`src/verilog/dtms_defs.vh`:
```
/*
 * Constants for the direct transfer and module standby block:
 * register offsets, field positions, reset values and state counts.
 * Assumes inclusion by bare name from the design file.
 */
`ifndef DTMS_DEFS_VH
`define DTMS_DEFS_VH

// Register offsets on the plain register port.
`define DTMS_ADDR_STOP_1 4'h0
`define DTMS_ADDR_STOP_2 4'h1
`define DTMS_ADDR_SYS_ONE 4'h2
`define DTMS_ADDR_SYS_TWO 4'h3
`define DTMS_ADDR_TIMER_A 4'h4
`define DTMS_ADDR_STATUS 4'h5

// Reset values.
`define DTMS_STOP_RESET 8'hff

// Clock-stop register 1 fields.
`define DTMS_B_TIMER_A 0
`define DTMS_B_TIMER_C 1
`define DTMS_B_TIMER_F 2
`define DTMS_B_TIMER_G 3
`define DTMS_B_ADC 4
`define DTMS_B_SERIAL_TWO 5
`define DTMS_B_SERIAL_ONE 6

// Clock-stop register 2 fields.
`define DTMS_B_LCD 0
`define DTMS_B_PWM 1
`define DTMS_B_WATCHDOG 2
`define DTMS_B_EVENT 3

// System control one fields.
`define DTMS_B_STANDBY_SELECT 7
`define DTMS_B_WAIT_HI 6
`define DTMS_B_WAIT_LO 4
`define DTMS_B_LOW_SPEED_ON 3

// System control two fields.
`define DTMS_B_DIRECT_ENABLE 3
`define DTMS_B_MEDIUM_SELECT 2

// Timer A mode register field.
`define DTMS_B_TIMER_A_BIT3 3

// Operating modes.
`define DTMS_MODE_HIGH 2'h0
`define DTMS_MODE_MEDIUM 2'h1
`define DTMS_MODE_SUB 2'h2

// State counts of a direct transition.
`define DTMS_SLEEP_STATES 2
`define DTMS_INTERNAL_STATES 1
`define DTMS_EXCEPTION_STATES 14

// Standby wait states for each wait-select code; codes 4 to 7 share the last.
`define DTMS_WAIT_0 8192
`define DTMS_WAIT_1 16384
`define DTMS_WAIT_2 2048
`define DTMS_WAIT_3 4096
`define DTMS_WAIT_OTHER 256

`endif

```
`src/verilog/dtms_core.v`:
```
/*
 * Direct transfer between operating speed modes on SLEEP, and per-module
 * standby through two clock-stop registers.
 * Assumes the CPU pulses SLEEP_EXEC for one cycle, and that one-cycle
 * enables PHI_ENABLE / SUB_ENABLE mark one state of the system clock and
 * subclock (state timing is counted on these enables, not derived here).
 * All inputs come from logic on CLK, so none of them is synchronised here.
 * Entry into subactive from watch belongs to wake-up logic outside this
 * block; that logic reports the entry by writing the subactive code to the
 * status offset while the sequencer is idle, not while it is parked.
 * Peripherals gate their own clocks with CLOCK_RUN_1 and CLOCK_RUN_2.
 */
`timescale 1ns/1ps
`include "dtms_defs.vh"

module dtms_core #(
	parameter WAIT_W = 14
) (
	input wire CLK,
	input wire RESET,
	input wire [3:0] ADDR,
	input wire [7:0] WDATA,
	input wire WR,
	input wire RD,
	output reg [7:0] RDATA,
	input wire SLEEP_EXEC,
	input wire DT_IRQ_ENABLE,
	input wire PHI_ENABLE,
	input wire SUB_ENABLE,
	output reg [1:0] MODE,
	output reg TRANSIT,
	output reg EXCEPTION_START,
	output reg SLEEP_WATCH,
	output reg [6:0] CLOCK_RUN_1,
	output reg [3:0] CLOCK_RUN_2
);

////////////////////////////////////////////////////////////////////////////////
// Sequencer states.
localparam ST_IDLE = 3'h0;
localparam ST_SLEEP = 3'h1;
localparam ST_WAIT = 3'h2;
localparam ST_EXC = 3'h3;
localparam ST_HALT = 3'h4;

// Counter loads, held 32 bits wide and cut to the counter width where used.
localparam [31:0] SLEEP_LOAD = `DTMS_SLEEP_STATES + `DTMS_INTERNAL_STATES - 1;
localparam [31:0] EXC_LOAD = `DTMS_EXCEPTION_STATES - 1;
localparam [31:0] WAIT_LOAD_0 = `DTMS_WAIT_0 - 1;
localparam [31:0] WAIT_LOAD_1 = `DTMS_WAIT_1 - 1;
localparam [31:0] WAIT_LOAD_2 = `DTMS_WAIT_2 - 1;
localparam [31:0] WAIT_LOAD_3 = `DTMS_WAIT_3 - 1;
localparam [31:0] WAIT_LOAD_OTHER = `DTMS_WAIT_OTHER - 1;

// Software-visible registers.
reg [7:0] module_clock_stop_1;
reg [7:0] module_clock_stop_2;
reg [7:0] system_control_one;
reg [7:0] system_control_two;
reg [7:0] timer_a_mode_register;
// Sequencer state, its counter and the mode it is heading for.
reg [2:0] state;
reg [WAIT_W-1:0] count;
reg [1:0] target;
// Combinational results of the decode and the read mux.
reg [7:0] next_rdata;
reg [WAIT_W-1:0] wait_len;
reg go_direct;
reg [1:0] next_target;

// Control fields as named bits.
wire standby_select = system_control_one[`DTMS_B_STANDBY_SELECT];
wire low_speed_on = system_control_one[`DTMS_B_LOW_SPEED_ON];
wire [2:0] standby_wait_select = system_control_one[`DTMS_B_WAIT_HI:`DTMS_B_WAIT_LO];
wire direct_transfer_enable = system_control_two[`DTMS_B_DIRECT_ENABLE];
wire medium_speed_select = system_control_two[`DTMS_B_MEDIUM_SELECT];
wire timer_a_clock_bit_three = timer_a_mode_register[`DTMS_B_TIMER_A_BIT3];

// Wait states chosen by the wait-select field, as a load for a count to zero.
// A WAIT_W below 14 would cut the longest wait, so keep the default.
function [WAIT_W-1:0] wait_states;
	input [2:0] sel;
	begin
		case (sel)
			3'h0: wait_states = WAIT_LOAD_0[WAIT_W-1:0];
			3'h1: wait_states = WAIT_LOAD_1[WAIT_W-1:0];
			3'h2: wait_states = WAIT_LOAD_2[WAIT_W-1:0];
			3'h3: wait_states = WAIT_LOAD_3[WAIT_W-1:0];
			default: wait_states = WAIT_LOAD_OTHER[WAIT_W-1:0];
		endcase
	end
endfunction

////////////////////////////////////////////////////////////////////////////////
// Direct transfer decode, evaluated when SLEEP executes.
// Decoded every cycle; the sequencer looks at go_direct and next_target only in idle, so a SLEEP
// during a running transfer is ignored; wait_len is read when the sleep states end.
always @* begin
	go_direct = 1'b0;
	next_target = MODE;
	wait_len = wait_states(standby_wait_select);
	if (direct_transfer_enable) begin
		if (MODE == `DTMS_MODE_MEDIUM && !standby_select && !low_speed_on &&
				!medium_speed_select) begin
			go_direct = 1'b1;
			next_target = `DTMS_MODE_HIGH;
		end
		// subactive to high; subactive to medium.
		// Medium-select only picks the target; it is not part of the entry test.
		if (MODE == `DTMS_MODE_SUB && standby_select && !low_speed_on &&
				timer_a_clock_bit_three) begin
			go_direct = 1'b1;
			next_target = medium_speed_select ? `DTMS_MODE_MEDIUM : `DTMS_MODE_HIGH;
		end
	end
end

////////////////////////////////////////////////////////////////////////////////
// Transition sequencer: old-clock states, optional wait, new-clock exception.
always @(posedge CLK) begin
	if (RESET) begin
		// Reset leaves medium speed with no transfer running.
		state <= ST_IDLE;
		count <= {WAIT_W{1'b0}};
		target <= `DTMS_MODE_MEDIUM;
		MODE <= `DTMS_MODE_MEDIUM;
		TRANSIT <= 1'b0;
		EXCEPTION_START <= 1'b0;
		SLEEP_WATCH <= 1'b0;
	end else begin
		EXCEPTION_START <= 1'b0;
		case (state)
			ST_IDLE: begin
				if (SLEEP_EXEC && go_direct) begin
					// two SLEEP states plus one internal state.
					state <= ST_SLEEP;
					count <= SLEEP_LOAD[WAIT_W-1:0];
					target <= next_target;
					TRANSIT <= 1'b1;
				end else if (WR && ADDR == `DTMS_ADDR_STATUS &&
						WDATA[1:0] == `DTMS_MODE_SUB) begin
					// Wake-up logic outside reports entry into subactive; only
					// accepted in idle so a running transfer keeps its mode.
					MODE <= `DTMS_MODE_SUB;
				end
			end
			ST_SLEEP: begin
				// counted in the clock before the transition.
				if (MODE == `DTMS_MODE_SUB ? SUB_ENABLE : PHI_ENABLE) begin
					if (count == {WAIT_W{1'b0}}) begin
						MODE <= target;
						if (MODE == `DTMS_MODE_SUB) begin
							state <= ST_WAIT;
							count <= wait_len;
						end else begin
							state <= ST_EXC;
							count <= EXC_LOAD[WAIT_W-1:0];
							EXCEPTION_START <= DT_IRQ_ENABLE;
						end
					end else begin
						count <= count - 1'b1;
					end
				end
			end
			ST_WAIT: begin
				// Wait states are counted in the new system clock.
				if (PHI_ENABLE) begin
					if (count == {WAIT_W{1'b0}}) begin
						state <= ST_EXC;
						count <= EXC_LOAD[WAIT_W-1:0];
						EXCEPTION_START <= DT_IRQ_ENABLE;
					end else begin
						count <= count - 1'b1;
					end
				end
			end
			ST_EXC: begin
				// The enable is looked at only in the first exception state; a later
				// change does not stop handling already begun.
				if (!DT_IRQ_ENABLE && count == EXC_LOAD[WAIT_W-1:0]) begin
					// disabled interrupt parks in sleep or watch.
					state <= ST_HALT;
					TRANSIT <= 1'b0;
					SLEEP_WATCH <= 1'b1;
				end else if (PHI_ENABLE) begin
					// fourteen exception states in the new clock.
					if (count == {WAIT_W{1'b0}}) begin
						state <= ST_IDLE;
						TRANSIT <= 1'b0;
					end else begin
						count <= count - 1'b1;
					end
				end
			end
			ST_HALT: begin
				// Left only by a reset; wake-up sources are outside this block.
				SLEEP_WATCH <= 1'b1;
			end
			default: state <= ST_IDLE;
		endcase
	end
end

////////////////////////////////////////////////////////////////////////////////
// Register writes.
// Writes land at the edge that samples WR; CLOCK_RUN follows one edge later.
always @(posedge CLK) begin
	if (RESET) begin
		module_clock_stop_1 <= `DTMS_STOP_RESET;
		module_clock_stop_2 <= `DTMS_STOP_RESET;
		system_control_one <= 8'h00;
		system_control_two <= 8'h00;
		timer_a_mode_register <= 8'h00;
	end else if (WR) begin
		case (ADDR)
			// a 0 stops; a 1 restores.
			`DTMS_ADDR_STOP_1: module_clock_stop_1 <= WDATA;
			`DTMS_ADDR_STOP_2: module_clock_stop_2 <= WDATA;
			`DTMS_ADDR_SYS_ONE: system_control_one <= WDATA;
			`DTMS_ADDR_SYS_TWO: system_control_two <= WDATA;
			`DTMS_ADDR_TIMER_A: timer_a_mode_register <= WDATA;
			// The status offset holds no register; a subactive report there is
			// taken by the sequencer instead.
			default: ;
		endcase
	end
end

////////////////////////////////////////////////////////////////////////////////
// Read mux; unmapped offsets read zero.
// The status byte lets software poll a transfer instead of waiting for
// the exception.
always @* begin
	case (ADDR)
		`DTMS_ADDR_STOP_1: next_rdata = module_clock_stop_1;
		`DTMS_ADDR_STOP_2: next_rdata = module_clock_stop_2;
		`DTMS_ADDR_SYS_ONE: next_rdata = system_control_one;
		`DTMS_ADDR_SYS_TWO: next_rdata = system_control_two;
		`DTMS_ADDR_TIMER_A: next_rdata = timer_a_mode_register;
		`DTMS_ADDR_STATUS: next_rdata = {3'h0, SLEEP_WATCH, TRANSIT, state == ST_WAIT, MODE};
		default: next_rdata = 8'h00;
	endcase
end

// Read data stands only in the cycle after the strobe.
// Forcing zero outside the read cycle keeps stale data off the bus.
always @(posedge CLK) begin
	if (RESET) begin
		RDATA <= 8'h00;
	end else begin
		RDATA <= RD ? next_rdata : 8'h00;
	end
end

////////////////////////////////////////////////////////////////////////////////
// Clock-run enables to each module; peripherals AND these with the clock
// in their own glitch-free gate cells, so no gating happens in logic here.
// Bit 7 of the first register and bits 7:4 of the second gate nothing; they
// read back as written.
always @(posedge CLK) begin
	if (RESET) begin
		CLOCK_RUN_1 <= 7'h7f;
		CLOCK_RUN_2 <= 4'hf;
	end else begin
		// a cleared bit halts that module's clock.
		CLOCK_RUN_1[0] <= module_clock_stop_1[`DTMS_B_TIMER_A];
		CLOCK_RUN_1[1] <= module_clock_stop_1[`DTMS_B_TIMER_C];
		CLOCK_RUN_1[2] <= module_clock_stop_1[`DTMS_B_TIMER_F];
		CLOCK_RUN_1[3] <= module_clock_stop_1[`DTMS_B_TIMER_G];
		CLOCK_RUN_1[4] <= module_clock_stop_1[`DTMS_B_ADC];
		CLOCK_RUN_1[5] <= module_clock_stop_1[`DTMS_B_SERIAL_TWO];
		CLOCK_RUN_1[6] <= module_clock_stop_1[`DTMS_B_SERIAL_ONE];
		CLOCK_RUN_2[0] <= module_clock_stop_2[`DTMS_B_LCD];
		CLOCK_RUN_2[1] <= module_clock_stop_2[`DTMS_B_PWM];
		CLOCK_RUN_2[2] <= module_clock_stop_2[`DTMS_B_WATCHDOG];
		CLOCK_RUN_2[3] <= module_clock_stop_2[`DTMS_B_EVENT];
	end
end

endmodule // dtms_core

```
`config.mk`:
```
export PLATFORM = sky130hd
export DESIGN_NAME = dtms_core
export DESIGN_NICKNAME = d
export VERILOG_FILES = /design/src/verilog/dtms_core.v
export VERILOG_INCLUDE_DIRS = /design/src /design/src/verilog
export SDC_FILE = /design/constraint.sdc
export NUM_CORES = 1
export LEC_CHECK = 0
export BUFFER_PORTS_ARGS = -buffer_cell sky130_fd_sc_hd__clkbuf_2
export CORE_ASPECT_RATIO = 0.75
export CORE_MARGIN = 2
export CORE_UTILIZATION = 58
export CTS_CLUSTER_SIZE = 14
export DETAILED_ROUTE_END_ITERATION = 6
export PLACE_DENSITY = 0.79
export SLEW_MARGIN = 10
export SYNTH_ARGS = -nofsm -noshare
export SYNTH_HDL_FRONTEND = slang
export SYNTH_SLANG_ARGS = --single-unit
export TNS_END_PERCENT = 5
```
`constraint.sdc`:
```
create_clock -name CLK -period 2.47 [get_ports CLK]
set_input_delay 0 -clock CLK [delete_from_list [all_inputs] [get_ports CLK]]
set_output_delay 0 -clock CLK [all_outputs]
set_load 0.005 [all_outputs]
```
; After elaboration in Yosys (flattened, before gate mapping)
; Cells that the tools add are included.
[op_classes]
reduce_logical = 34
add_sub_neg = 1
muxes = 48
n_eq_ne = 29
n_bitwise = 2
[op_table]
columns = operator, count
row1 = $mux W14, 9
row2 = $pmux W14 S4, 2
row3 = $pmux W8 S6, 1
row4 = $mux W3, 8
row5 = $ne A2 B2 Y1 const B, 11
row6 = $mux W1, 16
row7 = $pmux W3 S5, 1
row8 = $eq A14 B4 Y1 const B, 1
row9 = $logic_not A14 Y1, 1
row10 = $mux W2, 7
row11 = $reduce_and A2 Y1, 7
row12 = $sub A14 B1 Y14 const B, 1
row13 = $eq A3 B2 Y1 const B, 4
row14 = $logic_and A1 B1 Y1, 10
row15 = $eq A4 B2 Y1 const B, 2
row16 = $eq A4 B3 Y1 const B, 2
row17 = $reduce_and A8 Y1, 1
row18 = $reduce_and A7 Y1, 1
row19 = $eq A3 B1 Y1 const B, 2
row20 = $logic_not A3 Y1, 2
row21 = $ne A3 B3 Y1 const B, 2
row22 = $pmux W1 S2, 3
row23 = $reduce_bool A2 Y1, 3
row24 = $reduce_and A5 Y1, 1
row25 = other kinds (11), 16
[word_totals]
inputBits = 20
output_inout_bits = 24
regBits = 83

; Logic depth before layout (Yosys ltp)
; Gate-level depths: netlist of run 1.
[logic_depth]
depth_word = 10
mapped_depth = 9

; Worst setup path before layout of run 1
; No wires, ideal clock.
[synth_path]
path_type = register to register
start = register count[0]
end = register count[11]
synth_period_minus_slack_ps = 2061
stages_incl_launch_ff = 9
arrival_time_ps = 1939
required_ps = 2348
slack_ps = 409
cell_sequence = dfxtp_1 inv_1 ha_1 or3b_2 nor4_2 a31o_2 nor2_1 a22oi_1 o21ai_1
[synth_between]
elab_chain_cells = 5
[synth_lines]
columns = item, line
row1 = from (decl), dtms_core.v:63  ; reg [WAIT_W-1:0] count;
row2 = from (signal assigned), dtms_core.v:124  ; count <= {WAIT_W{1'b0}};
row3 = from (signal assigned), dtms_core.v:137  ; count <= SLEEP_LOAD[WAIT_W-1:0];
row4 = from (signal assigned), dtms_core.v:154  ; count <= wait_len;
row5 = $sub A14 B1 Y14, "dtms_core.v:161, dtms_core.v:173, dtms_core.v:191"
row6 = $mux W14, dtms_core.v:187  ; if (count == {WAIT_W{1'b0}}) begin
row7 = $mux W14, dtms_core.v:185  ; end else if (PHI_ENABLE) begin
row8 = $mux W14, dtms_core.v:180  ; if (!DT_IRQ_ENABLE && count == EXC_LOAD[WAIT_W-1:0]) begin
row9 = $pmux W14 S4, dtms_core.v:132  ; case (state)
; Parallel ways exist; a longest one is shown, timed or not. The select of a mux whose other input is x is not followed.
; A chain may end at the register's enable or synchronous reset.

; Worst setup path in the final report of run 1
[layout_path]
start = register count[1]
end = register MODE[1]
[layout_between]
elab_chain_cells = 3
[layout_lines]
columns = item, line
row1 = $logic_not A14 Y1, dtms_core.v:150  ; if (count == {WAIT_W{1'b0}}) begin
row2 = $ne A2 B2 Y1 (no source line), --
row3 = $reduce_and A5 Y1 (no source line), --
row4 = to (signal assigned), dtms_core.v:126  ; MODE <= `DTMS_MODE_MEDIUM;
row5 = to (signal assigned), dtms_core.v:144  ; MODE <= `DTMS_MODE_SUB;
row6 = to (signal assigned), dtms_core.v:151  ; MODE <= target;
row7 = to (decl), dtms_core.v:30  ; output reg [1:0] MODE,
; Every way passes these cells.

==> summary.md, run 1 <==
| Metric | Value |
|---|---|
| Fill cell total of the finished layout | ~500 |
| Netlist Area Pre-Place | ~3800 µm² |
| Routed wire length | ~9900 µm |
| Clk slew on worst S/H paths | around 0.090 ns |
| Hold WS | between 0.05 and 0.06 ns |
| Full die area | 7270 µm² |
| Core area | approximately 6300 µm² |
| RePlAce Congestion | 0.918 |
| RSZ-0062 raised after global routing | no |
| Vias in the first global route | around 3,100 |
| Crit path max fanout | 7 |
| H-Tree Depth | 3 |
| Die height | about 74 µm |
| Status | complete, no violations |
| Avg WL per Cell | roughly 18 µm |
| Final min period | 2.31 ns |
| Post-route insts no fill | approximately 560 |
| Pin count of the biggest net entering global routing | 52 |
| Post CTS Setup Buffer Count | 0 |
| Top cells by area, synth | dfxtp_1, mux2i_1, nand2_1, nor2_1, mux4_2 |
| DIE WIDTH | ~98 µm |
| Pwr Total | approximately 3.2 mW |
| First-pass GRT wire length | about 16,000 µm |
| Worst-case clock buffer depth | 2 |
| Worst EP arrival | around 2.6 ns |
| CP Launch Type | flip-flop |
| Synth warnings | 0 |
| Cell family with the largest share of critical-path delay | simple AND/OR/NAND/NOR gates |
| HPWL Detailed | 6950 µm |
| Worst path required time | roughly 2.7 ns |
| Vias | 3,422 |
| # setup viols final | 0 |
| Total global-route track usage | 0.280 |
| Worst IR Drop VDD | around 0.46 mV |
| Count of state elements after synthesis | between 80 and 90 |
| Area after DPL | between 4000 and 5000 µm² |
| Cell Pwr Density | around 730 nW/µm² |
| Residual DRC | 0 |
| CP cell instances | inv_1, ha_1, nor3b_4, and4_1, nand2_1, a221o_1, a221oi_1 |
| Worst setup margin | between 0.15 and 0.2 ns |
| Post-synth EDFFs | 0 |
| Hold Path Class | in2reg |
| Grt total ovfl | 0 |
| Net count after synthesis | around 430 |
| Antenna violations before repair | 0 |
| Kind of critical path | reg2reg |
| Yosys cell types | 65 |
| CTS sink cnt | 83 |
| Period utilization | 0.935 |
| Pleak | about 1.7 nW |
| Slowest CP cell | and4_1 |
| DR pass1 iterations | 7 |
| Design area | about 4500 µm² |
| Area occupied by multi-input gates | about 2000 µm² |
| Port Buffers | 43 |
| Final Hold Viols | 0 |
| Synthesis-to-finish area growth | 16.5% |
| Synth top area share | 0.434 |
| Register area | around 1700 µm² |
| Setup crit end kind | flip-flop |
| Clock root buffer master | clkbuf_8 |
| Relative slew margins | 0.517 |
| IO Count | 44 |
| Final nets | between 400 and 500 |
| Measured slew at the worst slew-check pin | about 0.7 ns |
| Starting density of the core | 0.603 |
| Number of placed cells counting well taps | 530 |
| Num CTS Buffers | 9 |
| Max_cap viols | 0 |
| Sequential fraction of the synthesis area | 0.434 |
| CTS tree | yes |
| Mapped Cells | between 400 and 500 |
| Initial drt markers | 259 |
| Layout Skew | around 0.013 ns |
| Syn avg cell area | 9.32 µm² |
| Num rows | 25 |
| Buf/Inv on CP | 1 |
| Top cell type by total area after synthesis | dfxtp_1 |
| Maximum single-stage delay on the critical path | about 0.38 ns |
| Main synth FF type | dfxtp_1 |
| Fraction of layout cells with a size suffix above 1 | 0.241 |
| Worst skew pair latency | 0.37 ns |
| Post-synth ARST share | 0 |
| Via-to-Cell Ratio | a little over 6 |
| Antenna viol nets, final | 0 |
| Max-slew violation count | 0 |
| Achievable Freq | 433 MHz |
| Pre-CTS WS | -0.0363 ns |
| N_diodes | 0 |
## repair_timing
action,CTS,global route
endpoints found under the hold margin,40,0
endpoints found under the setup margin,4,5
hold buffers,9,0
resized for setup,1,2
## cell usage in the layout (no fill, tap or decap), types with 3 or more instances in the layout
cell and n:
a21oi_1 19, a222oi_1 5, a22oi_1 9, a31oi_1 4, and4_1 3, buf_4 19
clkbuf_2 43, clkbuf_8 9, clkinvlp_4 4, dfxtp_1 83, dlygate4sd3_1 9, inv_1 9
mux2i_1 33, mux4_2 8, nand2_1 52, nand2b_1 4, nand3_1 18, nand4_1 4
nor2_1 49, nor3_1 3, nor3_2 3, nor4_1 3, nor4_4 3, o211ai_1 4
o21ai_0 10, or2_2 11
## tightest hold or removal path: stages
cell and delay (ns):
clkbuf_2 0.16, a21o_1 0.14, a211oi_1 0.07
## cells by family after synthesis
| group | synth area share |
|---|---|
| multiplexers | 0.133 |
| adder cells (fa/ha/maj) | 0.00653 |
| flip-flops | 0.434 |
| buffers and inverters | 0.0379 |
| AO/OA/AOI/OAI | 0.142 |
| XOR/XNOR | 0.00458 |
| AND/OR/NAND/NOR | 0.242 |
## where the power goes
part           switching [mW]  total, mW  leakage, nW  internal (mW)
Sequential             0.0704       1.45        0.671           1.38
Combinational           0.536      0.903        0.996          0.367
Clock                   0.518      0.890       0.0755          0.372
Total                    1.12       3.25         1.74           2.12
## routing by layer
layer / part of all wire / GRT usage
met5: 0 / 0
met4: 0.010 / 0.0880
met3: 0.10 / 0.0742
met2: 0.46 / 0.445
met1: 0.43 / 0.381
## registers in the layout (all words and copies together) (netlist names)
| name | cells |
|---|---|
| count | 14 |
| EXCEPTION_START | 1 |
| system_control_two | 8 |
| CLOCK_RUN_2 | 4 |
| timer_a_mode_register | 8 |
| system_control_one | 8 |
| SLEEP_WATCH | 1 |
| target | 2 |
| module_clock_stop_2 | 8 |
| RDATA | 8 |
| CLOCK_RUN_1 | 7 |
| MODE | 2 |
| state | 3 |
| module_clock_stop_1 | 8 |
| TRANSIT | 1 |
## cells in the mapped netlist (4+ instances only)
library cell and count:
nor2_1 49, buf_2 5, mux4_2 8, nand2_1 52, mux2i_1 33, or2_2 11
a31oi_1 4, nand4_1 4, o211ai_1 4, a222oi_1 5, dfxtp_1 83, o21ai_0 10
a22oi_1 9, inv_1 9, a21oi_1 19, clkbuf_1 15, nand3_1 18, nand2b_1 4
nor3_1 4
## metrics by stage
stage | utilization | TNS (ns)
floorplan | - | 0
global placement | 0.658 | 0
detailed placement | 0.658 | -0.0722
CTS | 0.701 | 0
global route | 0.703 | 0
finish | 0.703 | 0
## area by class of cell
| cell class | instances | share of cell area |
|---|---|---|
| Multi-Input combinational cell | 295 | 0.458 |
| Sequential cell | 83 | 0.372 |
| Timing Repair Buffer | 71 | 0.100 |
| Clock buffer | 10 | 0.0286 |
| Tap cell | 81 | 0.0227 |
| Clock inverter | 6 | 0.0107 |
| Inverter | 9 | 0.00757 |
## path summary, 6_finish.rpt
kind,from,to,slack (ns),cells after the start
max,count[1],MODE[1],0.16,7
min,PHI_ENABLE,TRANSIT,0.06,3
max reg2reg,count[1],MODE[1],0.16,7
min reg2reg,target[1],target[1],0.46,2
Note: power is estimated with default switching activity, not from simulation.
==> inputs of run 2 (changes only) <==
ABC_AREA = 1   (was not set)
==> run 2 against run 1 <==
Clock power rose by 22%. Largest cell class unchanged. First-iteration DRC count rose by 33%. Routed wire length rose by 1.6%. Utilization fell by 0.46 points. Combinational power rose by 130%. Fmax rose by 11%. Synthesized cell count rose by 37%. Total power rose by 47%. Critical path depth rose by 3. Register-to-register slack improved by 0.23 ns.
==> summary.md, run 2 <==
| Metric | Value |
|---|---|
| Sequential fraction of the synthesis area | 0.428 |
| Worst EP arrival | between 2 and 2.5 ns |
| DIE WIDTH | approximately 100 µm |
| Net count after synthesis | between 500 and 600 |
| CTS tree | yes |
| Fraction of layout cells with a size suffix above 1 | 0.132 |
| Setup crit end kind | flip-flop |
| Most frequent cells in the layout | nand2_1, dfxtp_1, inv_1 |
| Mapped Cells | ~560 |
| Post-synth top cells | nand2_1, dfxtp_1, inv_1, nor2_1, a21oi_1 |
| Clock root buffer master | clkbuf_8 |
| Full die area | 7370 µm² |
| Syn avg cell area | 6.89 µm² |
| Yosys cell types | 31 |
| Post-route core utilization | 0.698 |
| Most flop-heavy register | count |
| Worst IR Drop VDD | about 0.68 mV |
| Post-synth ARST share | 0 |
| Antenna violations before repair | 0 |
| Layout Skew | roughly 0.0086 ns |
| Starting density of the core | 0.608 |
| Main synth FF type | dfxtp_1 |
| Core area | 6380 µm² |
| Reg-to-reg endpoint | count[5] |
| Top cell type by total area after synthesis | dfxtp_1 |
| N_diodes | 0 |
| Hold depth | 4 |
| Port Buffers | 43 |
| Most frequent cell after synthesis | nand2_1 |
| DR pass1 iterations | 5 |
| Slowest CP cell | dfxtp_1 |
| Grt total ovfl | 0 |
| Worst-case clock buffer depth | 2 |
| Final min period | roughly 2.1 ns |
| Kind of critical path | reg2reg |
| RSZ-0062 raised after global routing | no |
| Count of state elements after synthesis | 83 |
| Vias in the first global route | 3,364 |
| Worst hold path endpoint | state[1] |
| Clk slew on worst S/H paths | 0.09 ns |
| Synth top area share | 0.428 |
| Pin count of the biggest net entering global routing | between 50 and 60 |
| Post-synth EDFFs | 0 |
| Final Hold Viols | 0 |
| CP cell instances | inv_1, ha_1, nand3_1, nor2_2, nand2_1, nand2_1, nand2_1, nand3_2, nand2_1, a21oi_2 |
| Maximum single-stage delay on the critical path | 0.39 ns |
| Hold path startpoint | RESET |
| Crit path max fanout | 15 |
| Num CTS Buffers | 9 |
| Achievable Freq | between 400 and 500 MHz |
| H-Tree Depth | 3 |
| R2R cell count | 10 |
| Max reg flops | 14 |
| Comb pwr share | 0.441 |
| Synthesis-to-finish area growth | 14.8% |
| Pleak | between 2 and 2.5 nW |
| Status | complete, no violations |
| Residual DRC | 0 |
| Sw frac | 0.433 |
| Routed wire length | roughly 10,000 µm |
| Seq pwr share | 0.330 |
| Top cells by area, synth | dfxtp_1, nand2_1, inv_1, a21oi_1, nor2_1 |
| Setup TNS | 0 ns |
| Hold Path Class | in2reg |
| Fill cell total of the finished layout | 563 |
| Worst skew pair latency | 0.35 ns |
| Vias | ~4,000 |
| Post CTS Setup Buffer Count | 0 |
| # setup viols final | 0 |
| Max_cap viols | 0 |
| Clock power frac | 0.229 |
| Avg WL per Cell | approximately 14 µm |
| Worst path required time | 2.71 ns |
| Die height | 74.8 µm |
| Max-slew violation count | 0 |
| FF-to-FF Start | count[0] |
| HPWL Detailed | 7150 µm |
| Measured slew at the worst slew-check pin | approximately 0.86 ns |
| Most used cell, CP | nand2_1 |
| R2R setup slack | 0.39 ns |
| Psw | between 2 and 2.5 mW |
| Cell Pwr Density | 1070 nW/µm² |
| Netlist Area Pre-Place | slightly below 4000 µm² |
| Total global-route track usage | 0.284 |
| Relative slew margins | 0.422 |
| First-pass GRT wire length | about 16,000 µm |
| Initial drt markers | about 350 |
| Num rows | 25 |
| RePlAce Congestion | roughly 0.97 |
| CP Launch Type | flip-flop |
| Final nets | 636 |
| Leading cell type in the layout, fill and taps excluded | nand2_1 |
| Cell internal pwr | between 2 and 3 mW |
| Via-to-Cell Ratio | roughly 5.6 |
| IO Count | 44 |
| Antenna viol nets, final | 0 |
| Period utilization | 0.841 |
| Synth warnings | 0 |
| CTS sink cnt | 83 |
run 2: changes by cell type after synthesis, moves of 6 or more:
cell | previous run | this run
nand2_1 | 52 | 139
inv_1 | 9 | 72
mux2i_1 | 33 | 0
a21oi_1 | 19 | 51
o21ai_0 | 10 | 35
o22ai_1 | 1 | 23
nand3_1 | 18 | 30
or2_2 | 11 | 1
a22oi_1 | 9 | 0
mux4_2 | 8 | 0
nor3_1 | 4 | 10
run 2: layout make-up:
type	count	area (µm²)	area share
Inverter	78	293	0.0657
Timing Repair Buffer	56	338	0.0758
Sequential cell	83	1660	0.373
Tap cell	81	101	0.0228
Clock buffer	9	124	0.0278
Multi-Input combinational cell	386	1840	0.413
Clock inverter	7	98.8	0.0222
run 2: metrics by stage:
stage	hold slack [ns]	setup slack (ns)	instances	cell area [µm²]	power [mW]
2_1_floorplan	0.126	0.806	563	3880	3.29
3_3_place_gp	0.302	0.532	674	4130	3.59
3_5_place_dp	0.304	0.458	674	4130	3.62
4_1_cts	0.0286	0.443	700	4450	4.71
5_1_grt	0.0441	0.187	700	4450	5.11
6_report	0.0337	0.392	700	4450	4.76
run 2: critical path, delay by kind of cell (launching register included):
| family | cells | cell delay [ns] |
|---|---|---|
| simple gates | 7 | 1.20 |
| flops | 1 | 0.39 |
| fa+ha+maj | 1 | 0.24 |
| buf+inv | 1 | 0.09 |
| compound gates | 1 | 0.06 |
run 2: routing by layer:
layer / vias up / routed length [µm] / track usage
li1: 1939 / - / -
met1: 1731 / 4680 / 0.423
met2: 217 / 4200 / 0.429
met3: 18 / 1030 / 0.0501
met4: 0 / 136 / 0.0776
met5: - / 0 / 0
run 2: logic make-up after synthesis:
group / Yosys count / synth area share
AO/OA/AOI/OAI: 123 / 0.175
flip-flops: 83 / 0.428
adder cells (fa/ha/maj): 2 / 0.00645
XOR/XNOR: 5 / 0.0113
buffers and inverters: 94 / 0.0983
AND/OR/NAND/NOR: 256 / 0.281
run 2: power by group through the flow:
| stage | registers, mW | clock network [mW] | logic, mW |
|---|---|---|---|
| floorplan | 1.57 | 0 | 1.72 |
| global placement | 1.59 | 0 | 2.00 |
| detailed placement | 1.60 | 0 | 2.03 |
| CTS | 1.57 | 1.09 | 2.05 |
| global route | 1.59 | 1.14 | 2.39 |
| finish | 1.57 | 1.09 | 2.10 |
run 2: repair_timing:
item                      in CTS  in global routing
hold endpoints to repair      17                  0
hold buffers                  10                  0
resized for setup              0                  0
run 2: how the worst max path moves through the flow:
stage	from	end	slack (ns)	cells after the start
finish	count[0]	count[5]	0.39	10
global route	count[0]	count[7]	0.19	11
CTS	count[0]	count[5]	0.44	10
detailed placement	count[0]	count[1]	0.46	10
global placement	count[0]	count[5]	0.53	10
floorplan	count[0]	count[10]	0.81	12
